`config.mk`:
```
export PLATFORM = sky130hd
export DESIGN_NAME = fhrs_top
export DESIGN_NICKNAME = d
export VERILOG_FILES = /design/src/rtl/fhrs_pkg.sv /design/src/rtl/fhrs_top.sv
export VERILOG_INCLUDE_DIRS = /design/src /design/src/rtl
export SDC_FILE = /design/constraint.sdc
export NUM_CORES = 1
export LEC_CHECK = 0
export ABC_AREA = 0
export BUFFER_PORTS_ARGS = -buffer_cell sky130_fd_sc_hd__buf_2
export CAP_MARGIN = 20
export CORE_ASPECT_RATIO = 0.8
export CORE_MARGIN = 1.5
export CORE_UTILIZATION = 45
export CTS_BUF_LIST = sky130_fd_sc_hd__clkbuf_4
export CTS_CLUSTER_DIAMETER = 50
export CTS_CLUSTER_SIZE = 25
export DETAILED_ROUTE_END_ITERATION = 8
export GPL_ROUTABILITY_DRIVEN = 1
export HOLD_SLACK_MARGIN = 0.06
export PLACE_DENSITY = 0.79
export SYNTH_ARGS = -nofsm -noshare
export SYNTH_HDL_FRONTEND = slang
export SYNTH_SLANG_ARGS = --single-unit
```
`constraint.sdc`:
```
create_clock -name CLK -period 3.9 [get_ports CLK]
set_input_delay 0.195 -clock CLK [delete_from_list [all_inputs] [get_ports CLK]]
set_output_delay 0.195 -clock CLK [all_outputs]
set_load 0.02 [all_outputs]
```
`src/rtl/fhrs_consts.svh`:
```
// Constants for the fault hiccup restart sequencer.
// Assumes inclusion by the package, the top module and the bench.
`ifndef FHRS_CONSTS_SVH
`define FHRS_CONSTS_SVH

// ----------------------------------------
// Register byte offsets
// ----------------------------------------
`define FHRS_ADDR_CTRL 8'h00
`define FHRS_ADDR_STATUS 8'h04
`define FHRS_ADDR_EVENTS 8'h08
`define FHRS_ADDR_MASK 8'h0C

// ----------------------------------------
// Field positions and reset values
// ----------------------------------------
`define FHRS_CTRL_LATCH_BIT 0
`define FHRS_CTRL_FORCE_OFF_BIT 1
`define FHRS_CTRL_RESET 2'h0
`define FHRS_MASK_RESET 5'h00
`define FHRS_EV_UNDERVOLT 0
`define FHRS_EV_OVERLOAD 1
`define FHRS_EV_THERMAL 2
`define FHRS_EV_RESTART 3
`define FHRS_EV_LINE 4
`define FHRS_EV_WIDTH 5

// ----------------------------------------
// Comparator flag positions
// ----------------------------------------
`define FHRS_CMP_BELOW_OFF 0
`define FHRS_CMP_ABOVE_ON 1
`define FHRS_CMP_BELOW_RESET 2
`define FHRS_CMP_OVERLOAD 3
`define FHRS_CMP_OVER_TEMP 4
`define FHRS_CMP_COOLED 5
`define FHRS_CMP_BROWN_OUT 6
`define FHRS_CMP_LINE_GONE 7
`define FHRS_CMP_WIDTH 8

// ----------------------------------------
// Counts and bus answers
// ----------------------------------------
`define FHRS_HICCUP_LIMIT 2'h3
`define FHRS_RESP_OKAY 2'h0
`define FHRS_RESP_SLVERR 2'h2

`endif

```
`src/rtl/fhrs_pkg.sv`:
```
// Types shared by the fault hiccup restart sequencer.
// Assumes the constants header sits beside it.
`include "fhrs_consts.svh"

package fhrs_pkg;

  // ----------------------------------------
  // Sequencer states
  // ----------------------------------------
  typedef enum logic [2:0] {
    FHRS_OFF,
    FHRS_RUN,
    FHRS_HICCUP,
    FHRS_THERMAL,
    FHRS_LATCHED
  } fhrs_state_e;

  // ----------------------------------------
  // Comparator flags, MSB first so bit index matches the header
  // ----------------------------------------
  typedef struct packed {
    logic line_gone;
    logic brown_out;
    logic temp_cooled;
    logic over_temp;
    logic overload;
    logic vcc_below_reset;
    logic vcc_above_on;
    logic vcc_below_off;
  } fhrs_cmp_s;

endpackage

```
`src/rtl/fhrs_top.sv`:
```
// Fault sequencer deciding when both drive stages run and when they restart.
// Assumes raw analog comparator flags, one clock CLK and an AXI4-Lite master.
//
// Functional notes
// - Supply below turn-off disables both drives and enters triple-hiccup recovery.
// - Overload on non-latching option also enters triple-hiccup recovery, not latch-off.
// - Hiccup is supply off then recharge to on; three needed before restart.
// - Over-temperature flag above the thermal limit disables the controller.
// - Thermal fault keeps the supply hiccuping without count limit while present.
// - After thermal fault, restart at next turn-on once cooled by the hysteresis.
// - Supply reset threshold, brown-out or line removal also clear thermal fault.
// - Fresh power-up starts at first turn-on crossing once all faults but overload are gone.
//
// The implementer's own choices: register access over AXI4-Lite and the placing of the registers.
`include "fhrs_consts.svh"

module fhrs_top (
  // Clock and reset
  input wire logic CLK,
  input wire logic SRST,
  // Comparator flags from the analog front end
  input fhrs_pkg::fhrs_cmp_s CMP_FLAGS,
  // Drive enables and interrupt
  output logic PFC_DRIVE_EN,
  output logic FLY_DRIVE_EN,
  output logic IRQ,
  // AXI4-Lite write address
  input wire logic [7:0] S_AXI_AWADDR,
  input wire logic S_AXI_AWVALID,
  output logic S_AXI_AWREADY,
  // AXI4-Lite write data
  input wire logic [31:0] S_AXI_WDATA,
  input wire logic [3:0] S_AXI_WSTRB,
  input wire logic S_AXI_WVALID,
  output logic S_AXI_WREADY,
  // AXI4-Lite write response
  output logic [1:0] S_AXI_BRESP,
  output logic S_AXI_BVALID,
  input wire logic S_AXI_BREADY,
  // AXI4-Lite read address
  input wire logic [7:0] S_AXI_ARADDR,
  input wire logic S_AXI_ARVALID,
  output logic S_AXI_ARREADY,
  // AXI4-Lite read data
  output logic [31:0] S_AXI_RDATA,
  output logic [1:0] S_AXI_RRESP,
  output logic S_AXI_RVALID,
  input wire logic S_AXI_RREADY
);
  import fhrs_pkg::*;

  // ----------------------------------------
  // Declarations
  // ----------------------------------------
  logic [`FHRS_CMP_WIDTH-1:0] raw;
  logic [`FHRS_CMP_WIDTH-1:0] sync1;
  logic [`FHRS_CMP_WIDTH-1:0] sync2;
  logic [`FHRS_CMP_WIDTH-1:0] sync3;
  logic [`FHRS_CMP_WIDTH-1:0] filt;
  logic on_prev;
  logic on_rise;
  fhrs_state_e state;
  fhrs_state_e next_state;
  logic [1:0] hiccup_cnt;
  logic [1:0] next_hiccup_cnt;
  logic saw_off;
  logic next_saw_off;
  logic thermal_fault;
  logic [`FHRS_EV_WIDTH-1:0] ev_set;
  logic [`FHRS_EV_WIDTH-1:0] events;
  logic [`FHRS_EV_WIDTH-1:0] next_events;
  logic [`FHRS_EV_WIDTH-1:0] mask;
  logic [1:0] ctrl;
  logic aw_got;
  logic w_got;
  logic [7:0] aw_addr;
  logic [31:0] w_data;
  logic [3:0] w_strb;
  logic do_write;
  logic rd_take;
  logic rd_clear;
  logic below_off;
  logic above_on;
  logic below_reset;
  logic overload;
  logic over_temp;
  logic cooled;
  logic line_fault;

  // Register address check, used by both the write and the read path
  function automatic logic reg_hit(input logic [7:0] a);
    reg_hit = (a == `FHRS_ADDR_CTRL) || (a == `FHRS_ADDR_STATUS) ||
              (a == `FHRS_ADDR_EVENTS) || (a == `FHRS_ADDR_MASK);
  endfunction

  // ----------------------------------------
  // Input synchronisers
  // ----------------------------------------
  assign raw = CMP_FLAGS;

  // Filtered value moves only when the second and third stages agree,
  // so a single metastable sample never reaches the sequencer
  genvar gi;
  generate
    for (gi = 0; gi < `FHRS_CMP_WIDTH; gi++)
    begin : g_sync
      always_ff @(posedge CLK)
      begin
        if (SRST)
        begin
          sync1[gi] <= 1'b0;
          sync2[gi] <= 1'b0;
          sync3[gi] <= 1'b0;
          filt[gi] <= 1'b0;
        end
        else
        begin
          sync1[gi] <= raw[gi];
          sync2[gi] <= sync1[gi];
          sync3[gi] <= sync2[gi];
          if (sync2[gi] == sync3[gi])
          begin
            filt[gi] <= sync3[gi];
          end
        end
      end
    end
  endgenerate

  assign below_off = filt[`FHRS_CMP_BELOW_OFF];
  assign above_on = filt[`FHRS_CMP_ABOVE_ON];
  assign below_reset = filt[`FHRS_CMP_BELOW_RESET];
  assign overload = filt[`FHRS_CMP_OVERLOAD];
  assign over_temp = filt[`FHRS_CMP_OVER_TEMP];
  assign cooled = filt[`FHRS_CMP_COOLED];
  assign line_fault = filt[`FHRS_CMP_BROWN_OUT] | filt[`FHRS_CMP_LINE_GONE];

  always_ff @(posedge CLK)
  begin
    if (SRST)
    begin
      on_prev <= 1'b0;
    end
    else
    begin
      on_prev <= above_on;
    end
  end

  assign on_rise = above_on & ~on_prev;

  // ----------------------------------------
  // Thermal fault memory
  // ----------------------------------------
  always_ff @(posedge CLK)
  begin
    if (SRST)
    begin
      thermal_fault <= 1'b0;
    end
    else if (over_temp)
    begin
      thermal_fault <= 1'b1;
    end
    else if (cooled || below_reset || line_fault)
    begin
      thermal_fault <= 1'b0;
    end
  end

  // ----------------------------------------
  // Sequencer
  // ----------------------------------------
  // Priority: temperature, supply reset, line, undervoltage, overload.
  always_comb
  begin
    next_state = state;
    next_hiccup_cnt = hiccup_cnt;
    next_saw_off = saw_off | below_off;
    ev_set = '0;
    if (over_temp && state != FHRS_THERMAL)
    begin
      next_state = FHRS_THERMAL;
      ev_set[`FHRS_EV_THERMAL] = 1'b1;
    end
    else if (below_reset)
    begin
      next_hiccup_cnt = 2'h0;
      next_saw_off = 1'b0;
      if (state != FHRS_OFF && state != FHRS_THERMAL)
      begin
        next_state = FHRS_OFF;
      end
    end
    else
    begin
      case (state)
        FHRS_OFF:
        begin
          if (on_rise && !line_fault && !thermal_fault && !ctrl[`FHRS_CTRL_FORCE_OFF_BIT])
          begin
            next_state = FHRS_RUN;
            ev_set[`FHRS_EV_RESTART] = 1'b1;
          end
        end
        FHRS_RUN:
        begin
          if (line_fault || ctrl[`FHRS_CTRL_FORCE_OFF_BIT])
          begin
            next_state = FHRS_OFF;
            ev_set[`FHRS_EV_LINE] = line_fault;
          end
          else if (below_off)
          begin
            next_state = FHRS_HICCUP;
            next_hiccup_cnt = 2'h0;
            next_saw_off = 1'b1;
            ev_set[`FHRS_EV_UNDERVOLT] = 1'b1;
          end
          else if (overload)
          begin
            ev_set[`FHRS_EV_OVERLOAD] = 1'b1;
            next_hiccup_cnt = 2'h0;
            next_saw_off = 1'b0;
            if (ctrl[`FHRS_CTRL_LATCH_BIT])
            begin
              next_state = FHRS_LATCHED;
            end
            else
            begin
              next_state = FHRS_HICCUP;
            end
          end
        end
        FHRS_HICCUP:
        begin
          if (line_fault)
          begin
            next_state = FHRS_OFF;
            ev_set[`FHRS_EV_LINE] = 1'b1;
          end
          else if (on_rise && saw_off)
          begin
            // Only a recharge that followed a drop to turn-off counts
            next_saw_off = 1'b0;
            if (hiccup_cnt == `FHRS_HICCUP_LIMIT - 2'h1)
            begin
              next_hiccup_cnt = 2'h0;
              if (ctrl[`FHRS_CTRL_FORCE_OFF_BIT])
              begin
                next_state = FHRS_OFF;
              end
              else
              begin
                next_state = FHRS_RUN;
                ev_set[`FHRS_EV_RESTART] = 1'b1;
              end
            end
            else
            begin
              next_hiccup_cnt = hiccup_cnt + 2'h1;
            end
          end
        end
        FHRS_THERMAL:
        begin
          // No count here: stays in supply hiccup until the fault clears
          next_hiccup_cnt = 2'h0;
          if (on_rise && !thermal_fault && !over_temp)
          begin
            if (line_fault || ctrl[`FHRS_CTRL_FORCE_OFF_BIT])
            begin
              next_state = FHRS_OFF;
            end
            else
            begin
              next_state = FHRS_RUN;
              ev_set[`FHRS_EV_RESTART] = 1'b1;
            end
          end
        end
        FHRS_LATCHED:
        begin
          // Latch holds until the supply falls through reset or over-temperature moves it to thermal
          next_state = FHRS_LATCHED;
        end
        default:
        begin
          next_state = FHRS_OFF;
        end
      endcase
    end
  end

  always_ff @(posedge CLK)
  begin
    if (SRST)
    begin
      state <= FHRS_OFF;
      hiccup_cnt <= 2'h0;
      saw_off <= 1'b0;
    end
    else
    begin
      state <= next_state;
      hiccup_cnt <= next_hiccup_cnt;
      saw_off <= next_saw_off;
    end
  end

  // Both drives change on the same edge as the state, registered from next_state
  always_ff @(posedge CLK)
  begin
    if (SRST)
    begin
      PFC_DRIVE_EN <= 1'b0;
      FLY_DRIVE_EN <= 1'b0;
    end
    else
    begin
      PFC_DRIVE_EN <= (next_state == FHRS_RUN);
      FLY_DRIVE_EN <= (next_state == FHRS_RUN);
    end
  end

  // ----------------------------------------
  // Events and interrupt
  // ----------------------------------------
  // A new event in the clearing read's cycle survives: set wins
  always_comb
  begin
    next_events = (rd_clear ? '0 : events) | ev_set;
  end

  always_ff @(posedge CLK)
  begin
    if (SRST)
    begin
      events <= '0;
      IRQ <= 1'b0;
    end
    else
    begin
      events <= next_events;
      IRQ <= |(next_events & mask);
    end
  end

  // ----------------------------------------
  // AXI4-Lite write path
  // ----------------------------------------
  assign do_write = aw_got && w_got && !S_AXI_BVALID;

  always_ff @(posedge CLK)
  begin
    if (SRST)
    begin
      aw_got <= 1'b0;
      w_got <= 1'b0;
      aw_addr <= 8'h00;
      w_data <= 32'h0000_0000;
      w_strb <= 4'h0;
      S_AXI_AWREADY <= 1'b1;
      S_AXI_WREADY <= 1'b1;
      S_AXI_BVALID <= 1'b0;
      S_AXI_BRESP <= `FHRS_RESP_OKAY;
    end
    else
    begin
      if (S_AXI_AWVALID && S_AXI_AWREADY)
      begin
        aw_got <= 1'b1;
        aw_addr <= S_AXI_AWADDR;
        S_AXI_AWREADY <= 1'b0;
      end
      if (S_AXI_WVALID && S_AXI_WREADY)
      begin
        w_got <= 1'b1;
        w_data <= S_AXI_WDATA;
        w_strb <= S_AXI_WSTRB;
        S_AXI_WREADY <= 1'b0;
      end
      if (do_write)
      begin
        S_AXI_BVALID <= 1'b1;
        S_AXI_BRESP <= reg_hit(aw_addr) ? `FHRS_RESP_OKAY : `FHRS_RESP_SLVERR;
      end
      if (S_AXI_BVALID && S_AXI_BREADY)
      begin
        S_AXI_BVALID <= 1'b0;
        aw_got <= 1'b0;
        w_got <= 1'b0;
        S_AXI_AWREADY <= 1'b1;
        S_AXI_WREADY <= 1'b1;
      end
    end
  end

  // Only the low byte holds writable fields
  always_ff @(posedge CLK)
  begin
    if (SRST)
    begin
      ctrl <= `FHRS_CTRL_RESET;
      mask <= `FHRS_MASK_RESET;
    end
    else if (do_write && w_strb[0])
    begin
      if (aw_addr == `FHRS_ADDR_CTRL)
      begin
        ctrl <= w_data[1:0];
      end
      else if (aw_addr == `FHRS_ADDR_MASK)
      begin
        mask <= w_data[`FHRS_EV_WIDTH-1:0];
      end
    end
  end

  // ----------------------------------------
  // AXI4-Lite read path
  // ----------------------------------------
  assign rd_take = S_AXI_ARVALID && S_AXI_ARREADY;
  assign rd_clear = rd_take && (S_AXI_ARADDR == `FHRS_ADDR_EVENTS);

  always_ff @(posedge CLK)
  begin
    if (SRST)
    begin
      S_AXI_ARREADY <= 1'b1;
      S_AXI_RVALID <= 1'b0;
      S_AXI_RDATA <= 32'h0000_0000;
      S_AXI_RRESP <= `FHRS_RESP_OKAY;
    end
    else if (rd_take)
    begin
      S_AXI_ARREADY <= 1'b0;
      S_AXI_RVALID <= 1'b1;
      S_AXI_RRESP <= reg_hit(S_AXI_ARADDR) ? `FHRS_RESP_OKAY : `FHRS_RESP_SLVERR;
      if (S_AXI_ARADDR == `FHRS_ADDR_CTRL)
      begin
        S_AXI_RDATA <= {30'h0, ctrl};
      end
      else if (S_AXI_ARADDR == `FHRS_ADDR_STATUS)
      begin
        S_AXI_RDATA <= {23'h0, thermal_fault, 2'h0, hiccup_cnt, 1'b0, state};
      end
      else if (S_AXI_ARADDR == `FHRS_ADDR_EVENTS)
      begin
        S_AXI_RDATA <= {27'h0, events};
      end
      else if (S_AXI_ARADDR == `FHRS_ADDR_MASK)
      begin
        S_AXI_RDATA <= {27'h0, mask};
      end
      else
      begin
        S_AXI_RDATA <= 32'h0000_0000;
      end
    end
    else if (S_AXI_RVALID && S_AXI_RREADY)
    begin
      S_AXI_RVALID <= 1'b0;
      S_AXI_ARREADY <= 1'b1;
    end
  end

endmodule

```
== Word-level counts from Yosys, hierarchy flattened ==
Cells that the tools add are included.

* Bitwise logic cells: 8
* Shifts and indexed selects: 0
* Mux-type cells: 65
* Reductions and logical operators: 43
* Add/sub/neg operators: 1
* $mul: 0
* Divide/modulo/power cells: 0
* Eq/ne operators: 25
* Magnitude comparators: 0

{| class="wikitable"
|+ Operators by type and width
! cell !! number
|-
| $mux W3 || 12
|-
| $eq A8 B4 Y1 const B || 4
|-
| $mux W2 || 15
|-
| $mux W1 || 28
|-
| $mux W9 || 2
|-
| $logic_and A1 B1 Y1 || 17
|-
| $eq A8 B3 Y1 const B || 2
|-
| $logic_not A8 Y1 || 2
|-
| $mux W5 || 3
|-
| $pmux W3 S5 || 1
|-
| $logic_or A1 B1 Y1 || 9
|-
| $ne A3 B3 Y1 const B || 3
|-
| $eq A1 B1 Y1 || 8
|-
| $eq A3 B1 Y1 const B || 2
|-
| $eq A3 B2 Y1 const B || 2
|-
| $pmux W2 S3 || 1
|-
| $reduce_and A6 Y1 || 1
|-
| $and A5 B5 Y5 || 1
|-
| $logic_not A1 Y1 || 5
|-
| $or A5 B5 Y5 || 1
|-
| $reduce_or A5 Y1 || 1
|-
| $ne A4 B4 Y1 const B || 1
|-
| $pmux W1 S2 || 2
|-
| $reduce_bool A2 Y1 || 2
|-
| other kinds (14) || 17
|}

* ROM bits: 0
* Bits of input ports: 67
* Register bits after elaboration: 111
* Word-level logic and storage cells: 197
* Bits in latches: 0
* RAM bits: 0
* Memories: 0

== Logic depth before layout (Yosys ltp) ==
Gate-level depths: netlist of the first run.

* Word-level depth: 12
* Depth in mapped cells: 6
* Depth with buffers taken out: 5

== Worst setup path before layout of the first run ==
OpenSTA, ideal clock, no wires.

* Kind: register to register
* Start point: register S_AXI_ARREADY
* End point: register IRQ
* Clock period less this slack: 1.550 ns
* Stages on the path, launching flop included: 7
* Path slack: 2.350 ns
* Required time: 3.774 ns
* Arrival: 1.424 ns
* Path through: dfxtp_1 -> and2_1 -> clkbuf_1 -> a41oi_2 -> nor2b_1 -> a221oi_2 -> nand3_1

* Cells in the longest elaborated chain, start to end: 6

{| class="wikitable"
|+ RTL lines
! element !! RTL line !! text
|-
| from (decl) || fhrs_top.sv:43 || <nowiki>output logic S_AXI_ARREADY,</nowiki>
|-
| from (signal assigned) || fhrs_top.sv:430 || <nowiki>S_AXI_ARREADY <= 1'b1;</nowiki>
|-
| from (signal assigned) || fhrs_top.sv:437 || <nowiki>S_AXI_ARREADY <= 1'b0;</nowiki>
|-
| from (signal assigned) || fhrs_top.sv:464 || <nowiki>S_AXI_ARREADY <= 1'b1;</nowiki>
|-
| $logic_and A1 B1 Y1 || fhrs_top.sv:423 || <nowiki>assign rd_take = S_AXI_ARVALID && S_AXI_ARREADY;</nowiki>
|-
| $logic_and A1 B1 Y1 || fhrs_top.sv:424 || <nowiki>assign rd_clear = rd_take && (S_AXI_ARADDR == `FHRS_ADDR_EVENTS);</nowiki>
|-
| $mux W5 || fhrs_top.sv:332 || <nowiki>next_events = (rd_clear ? '0 : events) | ev_set;</nowiki>
|-
| $or A5 B5 Y5 || fhrs_top.sv:332 ||
|-
| $and A5 B5 Y5 || fhrs_top.sv:345 || <nowiki>IRQ <= |(next_events & mask);</nowiki>
|-
| $reduce_or A5 Y1 || fhrs_top.sv:345 ||
|-
| to (signal assigned) || fhrs_top.sv:345 ||
|-
| to (decl) || fhrs_top.sv:26 || <nowiki>output logic IRQ,</nowiki>
|}

No other way between the ends.
A chain may end at the register's enable or synchronous reset.

== Worst setup path in the final report of the first run ==
* Start point: register state[0]
* End point: register IRQ

* Cells in the longest elaborated chain, start to end: 7

{| class="wikitable"
|+ RTL lines
! element !! RTL line !! text
|-
| from (decl) || fhrs_top.sv:62 || <nowiki>fhrs_state_e state;</nowiki>
|-
| from (signal assigned) || fhrs_top.sv:305 || <nowiki>state <= next_state;</nowiki>
|-
| $eq A3 B2 Y1, or another cell as far along || fhrs_top.sv:197 || <nowiki>case (state)</nowiki>
|-
| $pmux W1 S3, or another cell as far along || fhrs_top.sv:197 ||
|-
| $mux W2 || fhrs_top.sv:186 || <nowiki>else if (below_reset)</nowiki>
|-
| $mux W2 || fhrs_top.sv:181 || <nowiki>if (over_temp && state != FHRS_THERMAL)</nowiki>
|-
| $or A5 B5 Y5 * || fhrs_top.sv:332 ||
|-
| $and A5 B5 Y5 * || fhrs_top.sv:345 ||
|-
| $reduce_or A5 Y1 * || fhrs_top.sv:345 ||
|}

Every way passes the cells marked *; elsewhere a longest branch is shown, timed or not.

==> impl_results.md, run 1 <==
* GPL Wtd Cong at 0.881
* Worst Path Required at 4.21 ns
* Worst r2r path cells at 5
* CP Capture Point: IRQ$_SDFF_PP0_
* Initial DRC Count at 146
* Final setup violating endpoints at 0
* Die Ht at 81.7 um
* Fmax at 511 MHz
* Clk_lat worst skew at 0.43 ns
* Clock skew at 0.0138 ns
* Critical Path Slowest Stage Cell: dfxtp_1
* Antenna-violating nets left at 0
* Flops & latches, synth at 84
* # IOs at 111
* Bufs on Longest Clock Path at 2
* Asr flop ratio synth at 0%
* Setup Crit Path Kind: flop to flop
* Gr usage total at 17.8%
* Relative slew slack at 61.4%
* Share of cells above drive strength 1 at 17.9%
* Vias in the first global route at 2551
* FF-to-FF setup slack at 1.94 ns
* Setup ws final at 1.94 ns
* Setup TNS at 0 ns
* Critical path origin: state[0]$_SDFF_PP0_
* FF-to-FF Start: state[0]$_SDFF_PP0_
* Seq/Total Area, Yosys at 48.2%
* First drt pass iteration count at 4
* Final number of max-transition violations at 0
* Worst vdd ir at 0.226 mV
* Htree depth at 3
* Outcome: finished clean
* Post-route DRC at 0
* Final Cell Area at 0.00411 sq mm
* Unique masters post-synth at 54
* Die X-Extent at 101 um
* Pwr dens at 390 mW/mm^2
* DP HPWL at 4720 um
* Clock slew at reported path FFs at 0.13 ns
* Endpoint class of the critical path: flop
* Synth Instances at 379
* Clock period minus worst slack at 1.96 ns
* Clock tree from TritonCTS: done
* Placed Instance Area at 0.00370 sq mm
* IO buf count at 53
* Antenna violations before repair at 0
* Critical-path cell list: inv_1 > o21ai_0 > o2bb2ai_1 > a32oi_1 > nand3_1
* Routed len/inst at 12.3 um
* DP Worst Slack at 2.06 ns
* Row Count at 28
* Reg2reg end: IRQ$_SDFF_PP0_
* Global-route wire length before repair at 11500 um
* DR vias at 2812
* CP peak stage delay at 0.65 ns
* Core footprint at 0.00746 sq mm
* LEAKAGE at 1.68 nW
* CP Max Fanout at 15
* Area growth, synth to finish at 17.9%
* Layout Nets at 516
* RSZ-0062 raised after global routing: false
* Fin. Hold Viols at 0
* CTS Root Cell: clkbuf_4
* EDFF count, synth at 0
* Clock sink total at 84
* Die area at 0.00829 sq mm
* Largest net degree at the start of global routing at 51
* Routed WL at 6870 um
* Worst slew pin tran at 0.573 ns
* Starting Density at 46.7%
* Tcrit/Tclk final at 50.2%
* Synthesized area per cell at 9.20 sq um
* Post-synth top flop: dfxtp_1
* N_diodes at 0
* Cell Area, Synth at 0.00349 sq mm
* Vias per cell at 5.04
* Worst Hold Class: input port to flop
* Gr ovfl total at 0
* Ys Warns at 0
* WP data arrival at 2.27 ns
* Max-capacitance violation count at 0
* CTS buffer count at 9
* Startpoint types: flop
* Post-cts gate resize count at 0
-- registers in the layout (all words and copies together) (netlist names), 2 cells and up --
register / count
aw_addr: 8
sync1: 8
w_data: 5
events: 5
mask: 5
hiccup_cnt: 2
filt: 2
state: 3
sync3: 8
ctrl: 2
S_AXI_RDATA: 7
sync2: 8
-- where the power goes --
group / internal (mW) / switching, mW / total, mW
Combinational: 0.0598 / 0.0847 / 0.145
Sequential: 0.884 / 0.0191 / 0.903
Clock: 0.268 / 0.288 / 0.556
-- logic make-up (layout without fill, tap and decap cells) --
kind of cell,after synthesis,in the layout,synth area share [%]
xor+xnor,1,1,0.251
simple gates,150,150,23.8
compound gates,82,82,15.1
other cells,1,27,0.108
flops,84,84,48.2
mux,11,11,3.88
buf+inv,50,98,8.65
-- worst min-delay path by stage --
stage                              from                      end  cells past startpoint
after global routing      S_AXI_AWVALID  aw_addr[7]$_SDFFE_PP0P_                      3
after global placement     CMP_FLAGS[1]      sync1[1]$_SDFF_PP0_                      2
after floorplan            CMP_FLAGS[0]      sync1[0]$_SDFF_PP0_                      1
final                     S_AXI_AWVALID  aw_addr[7]$_SDFFE_PP0P_                      3
after detailed placement   CMP_FLAGS[1]      sync1[1]$_SDFF_PP0_                      2
after CTS                 S_AXI_AWVALID  aw_addr[7]$_SDFFE_PP0P_                      3
-- layer usage --
metal  track usage [%]  wire length [um]  vias up
met5                 0                 0        -
met4              6.81               102        0
met3              4.94               396        8
met2              29.7              3190      105
met1              22.0              3180     1282
li1                  -                 -     1417
-- Yosys cell counts (3+ instances only) --
library cell	instances	area share (%)
buf_4	29	6.2
clkbuf_1	10	1.1
a21o_1	3	0.65
inv_1	4	0.43
nand2b_1	4	0.72
nor2b_1	30	5.4
nor3_1	6	0.86
a21oi_1	35	5.0
nand3_1	18	2.6
nor2_1	28	3.0
o21ai_0	15	2.2
and3b_1	3	0.75
nand2_1	37	4.0
mux2i_1	9	2.6
nor4_1	3	0.54
dfxtp_1	84	48
o311a_1	3	0.86
a31oi_1	3	0.54
buf_2	4	0.57
nor3b_1	3	0.65
buf_1	3	0.32
-- area by class of cell --
class	count	area, sq um
fill	677	3350
sequential	84	1680
multi-input combinational	271	1600
timing repair buffer	79	523
tap	105	131
clock inverter	5	85.1
clock buffer	10	75.1
inverter	4	15.0
-- placed cells by master, fill, tap and decap left out, drive strengths merged, types with 3 or more instances in the layout --
| cell | Yosys | final |
|---|---|---|
| dlygate4sd3 | 0 | 25 |
| nor2b | 30 | 30 |
| nand2 | 37 | 37 |
| or3 | 3 | 3 |
| nor4 | 6 | 6 |
| nor2 | 29 | 29 |
| a21o | 3 | 3 |
| conb | 1 | 27 |
| inv | 4 | 6 |
| o311a | 3 | 3 |
| clkbuf | 10 | 10 |
| mux2i | 9 | 9 |
| o21ai | 16 | 16 |
| and3b | 3 | 3 |
| buf | 36 | 54 |
| nor3b | 3 | 3 |
| dfxtp | 84 | 84 |
| nand2b | 5 | 5 |
| nor3 | 6 | 6 |
| a21oi | 35 | 35 |
| nand3 | 18 | 18 |
| a31oi | 3 | 3 |
-- worst max-delay path, delay by kind of cell (launching register included) --
| family | cells | cell delay [ns] |
|---|---|---|
| flip-flops | 1 | 0.65 |
| AND/OR/NAND/NOR | 1 | 0.09 |
| buffers and inverters | 1 | 0.18 |
| AO/OA/AOI/OAI | 3 | 0.92 |
-- repair_timing --
action,CTS,global route
endpoints found under the hold margin,26,0
setup buffers,0,0
hold buffers,25,0
endpoints found under the setup margin,0,0
-- metrics by stage --
stage	power [mW]	util, %	cells	hold WS, ns
after CTS	1.62	55.1	558	0.0875
final	1.60	55.1	558	0.101
after floorplan	1.03	-	405	0.323
after detailed placement	1.05	49.6	518	0.409
after global routing	1.67	55.1	558	0.103
after global placement	1.04	49.6	518	0.402
No activity file was read; power rests on OpenSTA's default activity.
==> inputs of run 2 (changes only) <==
--- a/config.mk
+++ b/config.mk
@@ -6,7 +6,7 @@
 export SDC_FILE = /design/constraint.sdc
 export NUM_CORES = 1
 export LEC_CHECK = 0
-export ABC_AREA = 0
+export ABC_AREA = 1
 export BUFFER_PORTS_ARGS = -buffer_cell sky130_fd_sc_hd__buf_2
 export CAP_MARGIN = 20
 export CORE_ASPECT_RATIO = 0.8
==> constraint.sdc (replaced) <==
create_clock -name CLK -period 1.9 [get_ports CLK]
set_input_delay 0.095 -clock CLK [delete_from_list [all_inputs] [get_ports CLK]]
set_output_delay 0.095 -clock CLK [all_outputs]
set_load 0.02 [all_outputs]
==> impl_results.md, run 2 <==
* Vias per cell at 4.63 (-8.1%)
* First drt pass iteration count at 7 (+3)
* Gr ovfl total at 0 (unchanged)
* Pwr dens at 734 mW/mm^2 (+88%)
* Fill cells at 701 (+3.5%)
* Startpoint types: flop
* Area growth, synth to finish at 18.3%
* Clk_lat worst skew at 0.44 ns (about the same)
* Setup ws final at 0.339 ns (-1.60 ns)
* Post-CTS Setup Repair Bufs at 0 (unchanged)
* Final cell count without fillers at 685 (+23%)
* IO buf count at 53 (unchanged)
* Hold slack at 0.0883 ns (-0.0123 ns)
* Post-synth top cells: nor2_1, dfxtp_1, nand2_1, inv_1, a21oi_1
* Clock tree from TritonCTS: done
* Final number of max-transition violations at 0 (unchanged)
* Synth Instances at 493 (+30%)
* Die Ht at 82.6 um (+1.1%)
* Routed len/inst at 11.5 um (-6.8%)
* Synthesized area per cell at 7.23 sq um (-21%)
* Setup TNS at 0 ns (unchanged)
* Placed Instance Area at 0.00382 sq mm (+3.2%)
* Total power draw at 3.09 mW (+93%)
* Outcome: finished clean
* Die area at 0.00846 sq mm (+2.2%)
* Global-route wire length before repair at 12900 um (+13%)
* Routed WL at 7860 um (+14%)
* CP peak stage delay at 0.35 ns (-0.30 ns)
* Most common cell after layout, fill and taps aside: nor2_1
* Cell Area, Synth at 0.00356 sq mm (+2.2%)
* CTS Root Cell: clkbuf_4
* Clock period minus worst slack at 1.56 ns (-0.397 ns)
* Dominant cell type by area after synthesis: dfxtp_1
* Post-cts gate resize count at 0 (unchanged)
* CTS Hold Bufs at 28 (+12%)
* Fmax at 641 MHz (+25%)
* DP HPWL at 5380 um (+14%)
* Max-capacitance violation count at 0 (unchanged)
* Clock skew at 0.0121 ns (-0.00166 ns)
* Starting Density at 47.3% (+0.60 points)
* Critical Path Slowest Stage Cell: nor3_1
* EDFF count, synth at 0 (unchanged)
* FF-to-FF setup slack at 0.34 ns (-1.60 ns)
* Synth top area share at 47.2% (-1.1 points)
* Post-synth top flop: dfxtp_1
* Layout Nets at 643 (+25%)
* Antenna-violating nets left at 0 (unchanged)
* Fin. Hold Viols at 0 (unchanged)
* Largest net degree at the start of global routing at 32 (-37%)
* Bufs on Longest Clock Path at 2 (unchanged)
* Critical-path cell list: nor2_1 > nand2_1 > nor3_1 > nand4_2 > o21ai_0 > a21oi_1
* Worst Path Required at 2.24 ns (-1.97 ns)
* Vias in the first global route at 2979 (+17%)
* Core footprint at 0.00753 sq mm (+0.94%)
* Antenna violations before repair at 0 (unchanged)
* Count leader, synth: nor2_1
* DR vias at 3171 (+13%)
* Flops & latches, synth at 84 (unchanged)
* Setup Crit Path Kind: flop to flop
* GPL Wtd Cong at 0.892 (+1.2%)
* Final Core Density at 55.9% (+0.85 points)
* CP Max Fanout at 10 (-5)
* Die X-Extent at 102 um (+1.1%)
* Cell Count Post-Placement at 642 (+24%)
* Clock slew at reported path FFs at 0.13 ns (about the same)
* Worst Hold Class: input port to flop
* Unique masters post-synth at 27 (-50%)
* Clock sink total at 84 (unchanged)
* # IOs at 111 (unchanged)
* CTS buffer count at 9 (unchanged)
* LEAKAGE at 1.99 nW (+18%)
* Ys Warns at 0 (unchanged)
* Worst vdd ir at 0.514 mV (+130%)
* Asr flop ratio synth at 0% (unchanged)
* Endpoint class of the critical path: flop
* Share of cells above drive strength 1 at 14.7% (-3.2 points)
* Final Cell Area at 0.00421 sq mm (+2.5%)
* WP data arrival at 1.90 ns (-0.37 ns)
* Seq/Total Area, Yosys at 47.2% (-1.1 points)
* Initial DRC Count at 198 (+36%)
* Row Count at 28 (unchanged)
* Largest cells by area after synthesis: dfxtp_1, nor2_1, nand2_1, inv_1, buf_4
* Tcrit/Tclk final at 82.2% (+32 points)
* Final setup violating endpoints at 0 (unchanged)
* DP Worst Slack at 0.351 ns (-1.71 ns)
* Post-route DRC at 0 (unchanged)
* Gr usage total at 20.2% (+2.5 points)
* N_diodes at 0 (unchanged)
* RSZ-0062 raised after global routing: false
* Commonest cells after routing, fill and taps aside: nor2_1, dfxtp_1, nand2_1
* Htree depth at 3 (unchanged)
## run 2: cell count changes in the layout (fill, tap and decap cells not counted), sizes merged, moves of 9 or more
cell / change
inv: +68
mux2i: -9
nand2: +43
nand3: +10
nor2: +63
nor2b: -30
o21ai: +22
## run 2: worst paths after layout
path | startpoint | to | cells after the start
worst min register to register | sync1[5]$_SDFF_PP0_ | sync2[5]$_SDFF_PP0_ | 2
worst min-delay path | S_AXI_ARADDR[7] | S_AXI_RRESP[1]$_SDFFE_PP0P_ | 5
worst max-delay path | aw_addr[5]$_SDFFE_PP0P_ | mask[3]$_SDFFE_PP0P_ | 6
worst max register to register | aw_addr[5]$_SDFFE_PP0P_ | mask[3]$_SDFFE_PP0P_ | 6
## run 2: worst max-delay path: cells and delay by family, from the launching register on
kind            cells  cell delay, ns
simple gates        4            0.83
flops               1            0.33
compound gates      2            0.30
## run 2: kinds of logic after synthesis
kind of cell           synth area share, %
AOI/OAI and AO/OA                     12.7
buffers and inverters                 15.1
DFF                                   47.2
other                                0.105
and+or+nand+nor                       24.9
## run 2: layout make-up
class	count	area, sq um	share of cell area [%]
Sequential cell	84	1680	39.9
Inverter	74	278	6.59
Timing Repair Buffer	84	568	13.5
Multi-Input combinational cell	323	1440	34.2
Tap cell	105	131	3.12
Clock buffer	10	75.1	1.78
Clock inverter	5	37.5	0.891
## run 2: power by group
group          total, mW  switching, mW  internal (mW)
combinational      0.335          0.209          0.126
clock              0.901          0.620          0.281
sequential          1.86         0.0338           1.82
## run 2: per-layer routing
layer  GRT usage [%]  share of wire [%]  routed length [um]
met1            24.4                 47                3660
met2            33.5                 46                3610
met3            7.32                5.5                 433
met4            7.26                1.9                 152
met5               0                  0                   0
==> inputs of run 3 (changes only) <==
--- a/config.mk
+++ b/config.mk
@@ -18,7 +18,7 @@
 export DETAILED_ROUTE_END_ITERATION = 8
 export GPL_ROUTABILITY_DRIVEN = 1
 export HOLD_SLACK_MARGIN = 0.06
-export PLACE_DENSITY = 0.79
+export PLACE_DENSITY = 0.81
 export SYNTH_ARGS = -nofsm -noshare
 export SYNTH_HDL_FRONTEND = slang
 export SYNTH_SLANG_ARGS = --single-unit
==> constraint.sdc (replaced) <==
create_clock -name CLK -period 1.3 [get_ports CLK]
set_input_delay 0.065 -clock CLK [delete_from_list [all_inputs] [get_ports CLK]]
set_output_delay 0.065 -clock CLK [all_outputs]
set_load 0.02 [all_outputs]
==> impl_results.md, run 3 (synthesis gave the netlist of run 2 again) <==
* Outcome: complete, but fails checks
* Failing checks: setup timing
* WP data arrival at 1.65 ns (-0.25 ns)
* Worst Hold Class: input port to flop
* Starting Density at 47.3% (unchanged)
* Clock tree from TritonCTS: done
* Tcrit/Tclk final at 101% (+19 points)
* Routed WL at 8730 um (+11%)
* Antenna violations before repair at 0 (unchanged)
* Bufs on Longest Clock Path at 2 (unchanged)
* Antenna-violating nets left at 0 (unchanged)
* DR WL met3 at 545 um (+26%)
* Metal-1 WL at 3810 um (+4.0%)
* Final number of max-transition violations at 0 (unchanged)
* Setup ws final at -0.0167 ns (-0.356 ns)
* Routed len/inst at 12.1 um (+5.5%)
* DP Worst Slack at -0.120 ns (-0.471 ns)
* LEAKAGE at 2.20 nW (+11%)
* Clock slew at reported path FFs at 0.14 ns (about the same)
* Commonest cells after routing, fill and taps aside: nor2_1, dfxtp_1, nand2_1
* CTS Root Cell: clkbuf_4
* Vias per cell at 4.69 (+1.4%)
* Gr usage total at 20.8% (+0.60 points)
* Pwr dens at 1010 mW/mm^2 (+37%)
* Routed wl met2 at 4210 um (+17%)
* Clock sink total at 84 (unchanged)
* DR vias at 3384 (+6.7%)
* Die Ht at 82.6 um (unchanged)
* CTS buffer count at 9 (unchanged)
* Placed Instance Area at 0.00407 sq mm (+6.5%)
* Row Count at 28 (unchanged)
* Largest net degree at the start of global routing at 47 (+47%)
* DR top layer: met4
* Most common cell after layout, fill and taps aside: nor2_1
* Clk_lat worst skew at 0.44 ns (about the same)
* Final Cell Area at 0.00475 sq mm (+13%)
* N_diodes at 0 (unchanged)
* DP HPWL at 5770 um (+7.2%)
* First drt pass iteration count at 5 (-2)
* Worst Path Required at 1.64 ns (-0.60 ns)
* GPL Wtd Cong at 0.861 (-3.5%)
* Worst vdd ir at 0.898 mV (+74%)
* Initial DRC Count at 146 (-26%)
* Fin. Hold Viols at 0 (unchanged)
* Fill cells at 651 (-7.1%)
* Startpoint types: flop
* Layout Nets at 679 (+5.6%)
* # IOs at 111 (unchanged)
* Post-route DRC at 0 (unchanged)
* Final setup violating endpoints at 1 (+1)
* Htree depth at 3 (unchanged)
* Setup Crit Path Kind: flop to flop
* Fmax at 759 MHz (+19%)
* Vias in the first global route at 3025 (+1.5%)
* Area growth, synth to finish at 33.4%
* Die X-Extent at 102 um (unchanged)
* Max-capacitance violation count at 0 (unchanged)
* FF-to-FF setup slack at -0.02 ns (-0.36 ns)
* Global-route wire length before repair at 13400 um (+3.5%)
* CP Max Fanout at 8 (-2)
* IO buf count at 53 (unchanged)
* Clock skew at 0.0170 ns (+0.00486 ns)
* Share of cells above drive strength 1 at 28.6% (+14 points)
* Clock period minus worst slack at 1.32 ns (-0.244 ns)
* Die area at 0.00846 sq mm (unchanged)
* Endpoint class of the critical path: flop
* Gr ovfl total at 0 (unchanged)
* Core footprint at 0.00753 sq mm (unchanged)
* RSZ-0062 raised after global routing: true
## run 3: worst max-delay path, cell delays in order, from the launching register on
cell and delay [ns]:
dfxtp_2 0.36, nor2_4 0.19, nand2_2 0.11, o21ai_1 0.13, nand3_1 0.10, nand2_2 0.08, nand2_2 0.07, a21oi_1 0.13
nor2_1 0.05
## run 3: final timing paths
| check | depth (start not counted) | endpoint | from |
|---|---|---|---|
| setup / recovery | 8 | hiccup_cnt[0]$_SDFFE_PP0P_ | filt[7]$_SDFFE_PP0N_ |
| hold / removal | 4 | S_AXI_RVALID$_SDFFE_PP0P_ | S_AXI_ARVALID |
| setup reg to reg | 8 | hiccup_cnt[0]$_SDFFE_PP0P_ | filt[7]$_SDFFE_PP0N_ |
| hold reg to reg | 2 | sync2[2]$_SDFF_PP0_ | sync1[2]$_SDFF_PP0_ |
## run 3: through the flow
step                      util, %  total power, mW  instances  hold WS (ns)  TNS, ns
after detailed placement     54.0             3.22        673         0.276   -0.564
final                        63.1             4.80        721        0.0674  -0.0167
after global placement       54.0             3.19        673         0.262   -0.624
after global routing         63.1             5.01        721        0.0876   -0.800
after floorplan                 -             3.12        519         0.148        0
after CTS                    60.8             4.79        717        0.0638  -0.0455
## run 3: cell type report
| type | instances | area (sq um) | share of cell area [%] |
|---|---|---|---|
| clock buffers | 9 | 67.6 | 1.42 |
| clock inverters | 6 | 73.8 | 1.55 |
| inverters | 74 | 290 | 6.11 |
| multi-input cells | 323 | 1630 | 34.3 |
| flip-flops and latches | 84 | 1700 | 35.8 |
| well taps | 105 | 131 | 2.76 |
| repair buffers | 120 | 858 | 18.1 |
## run 3: per-layer routing
layer  track usage (%)  vias to the layer above
met5                 0                        -
met4              8.22                        0
met3              5.05                       16
met2              36.8                      106
met1              24.6                     1527
li1                  -                     1735
## run 3: repair_timing
action                                  in CTS  in global routing
pin swaps                                    1                 22
hold buffers                                28                  0
hold endpoints to repair                    29                  0
buffers inserted                             1                  4
resized for setup                           24                 57
cloned                                       0                  0
endpoints found under the setup margin      13                 17
## run 3: where the power goes
group | total [mW] | internal, mW | switching, mW
registers | 2.72 | 2.66 | 0.0584
logic | 0.543 | 0.215 | 0.327
clock network | 1.53 | 0.598 | 0.936
total | 4.80 | 3.48 | 1.32
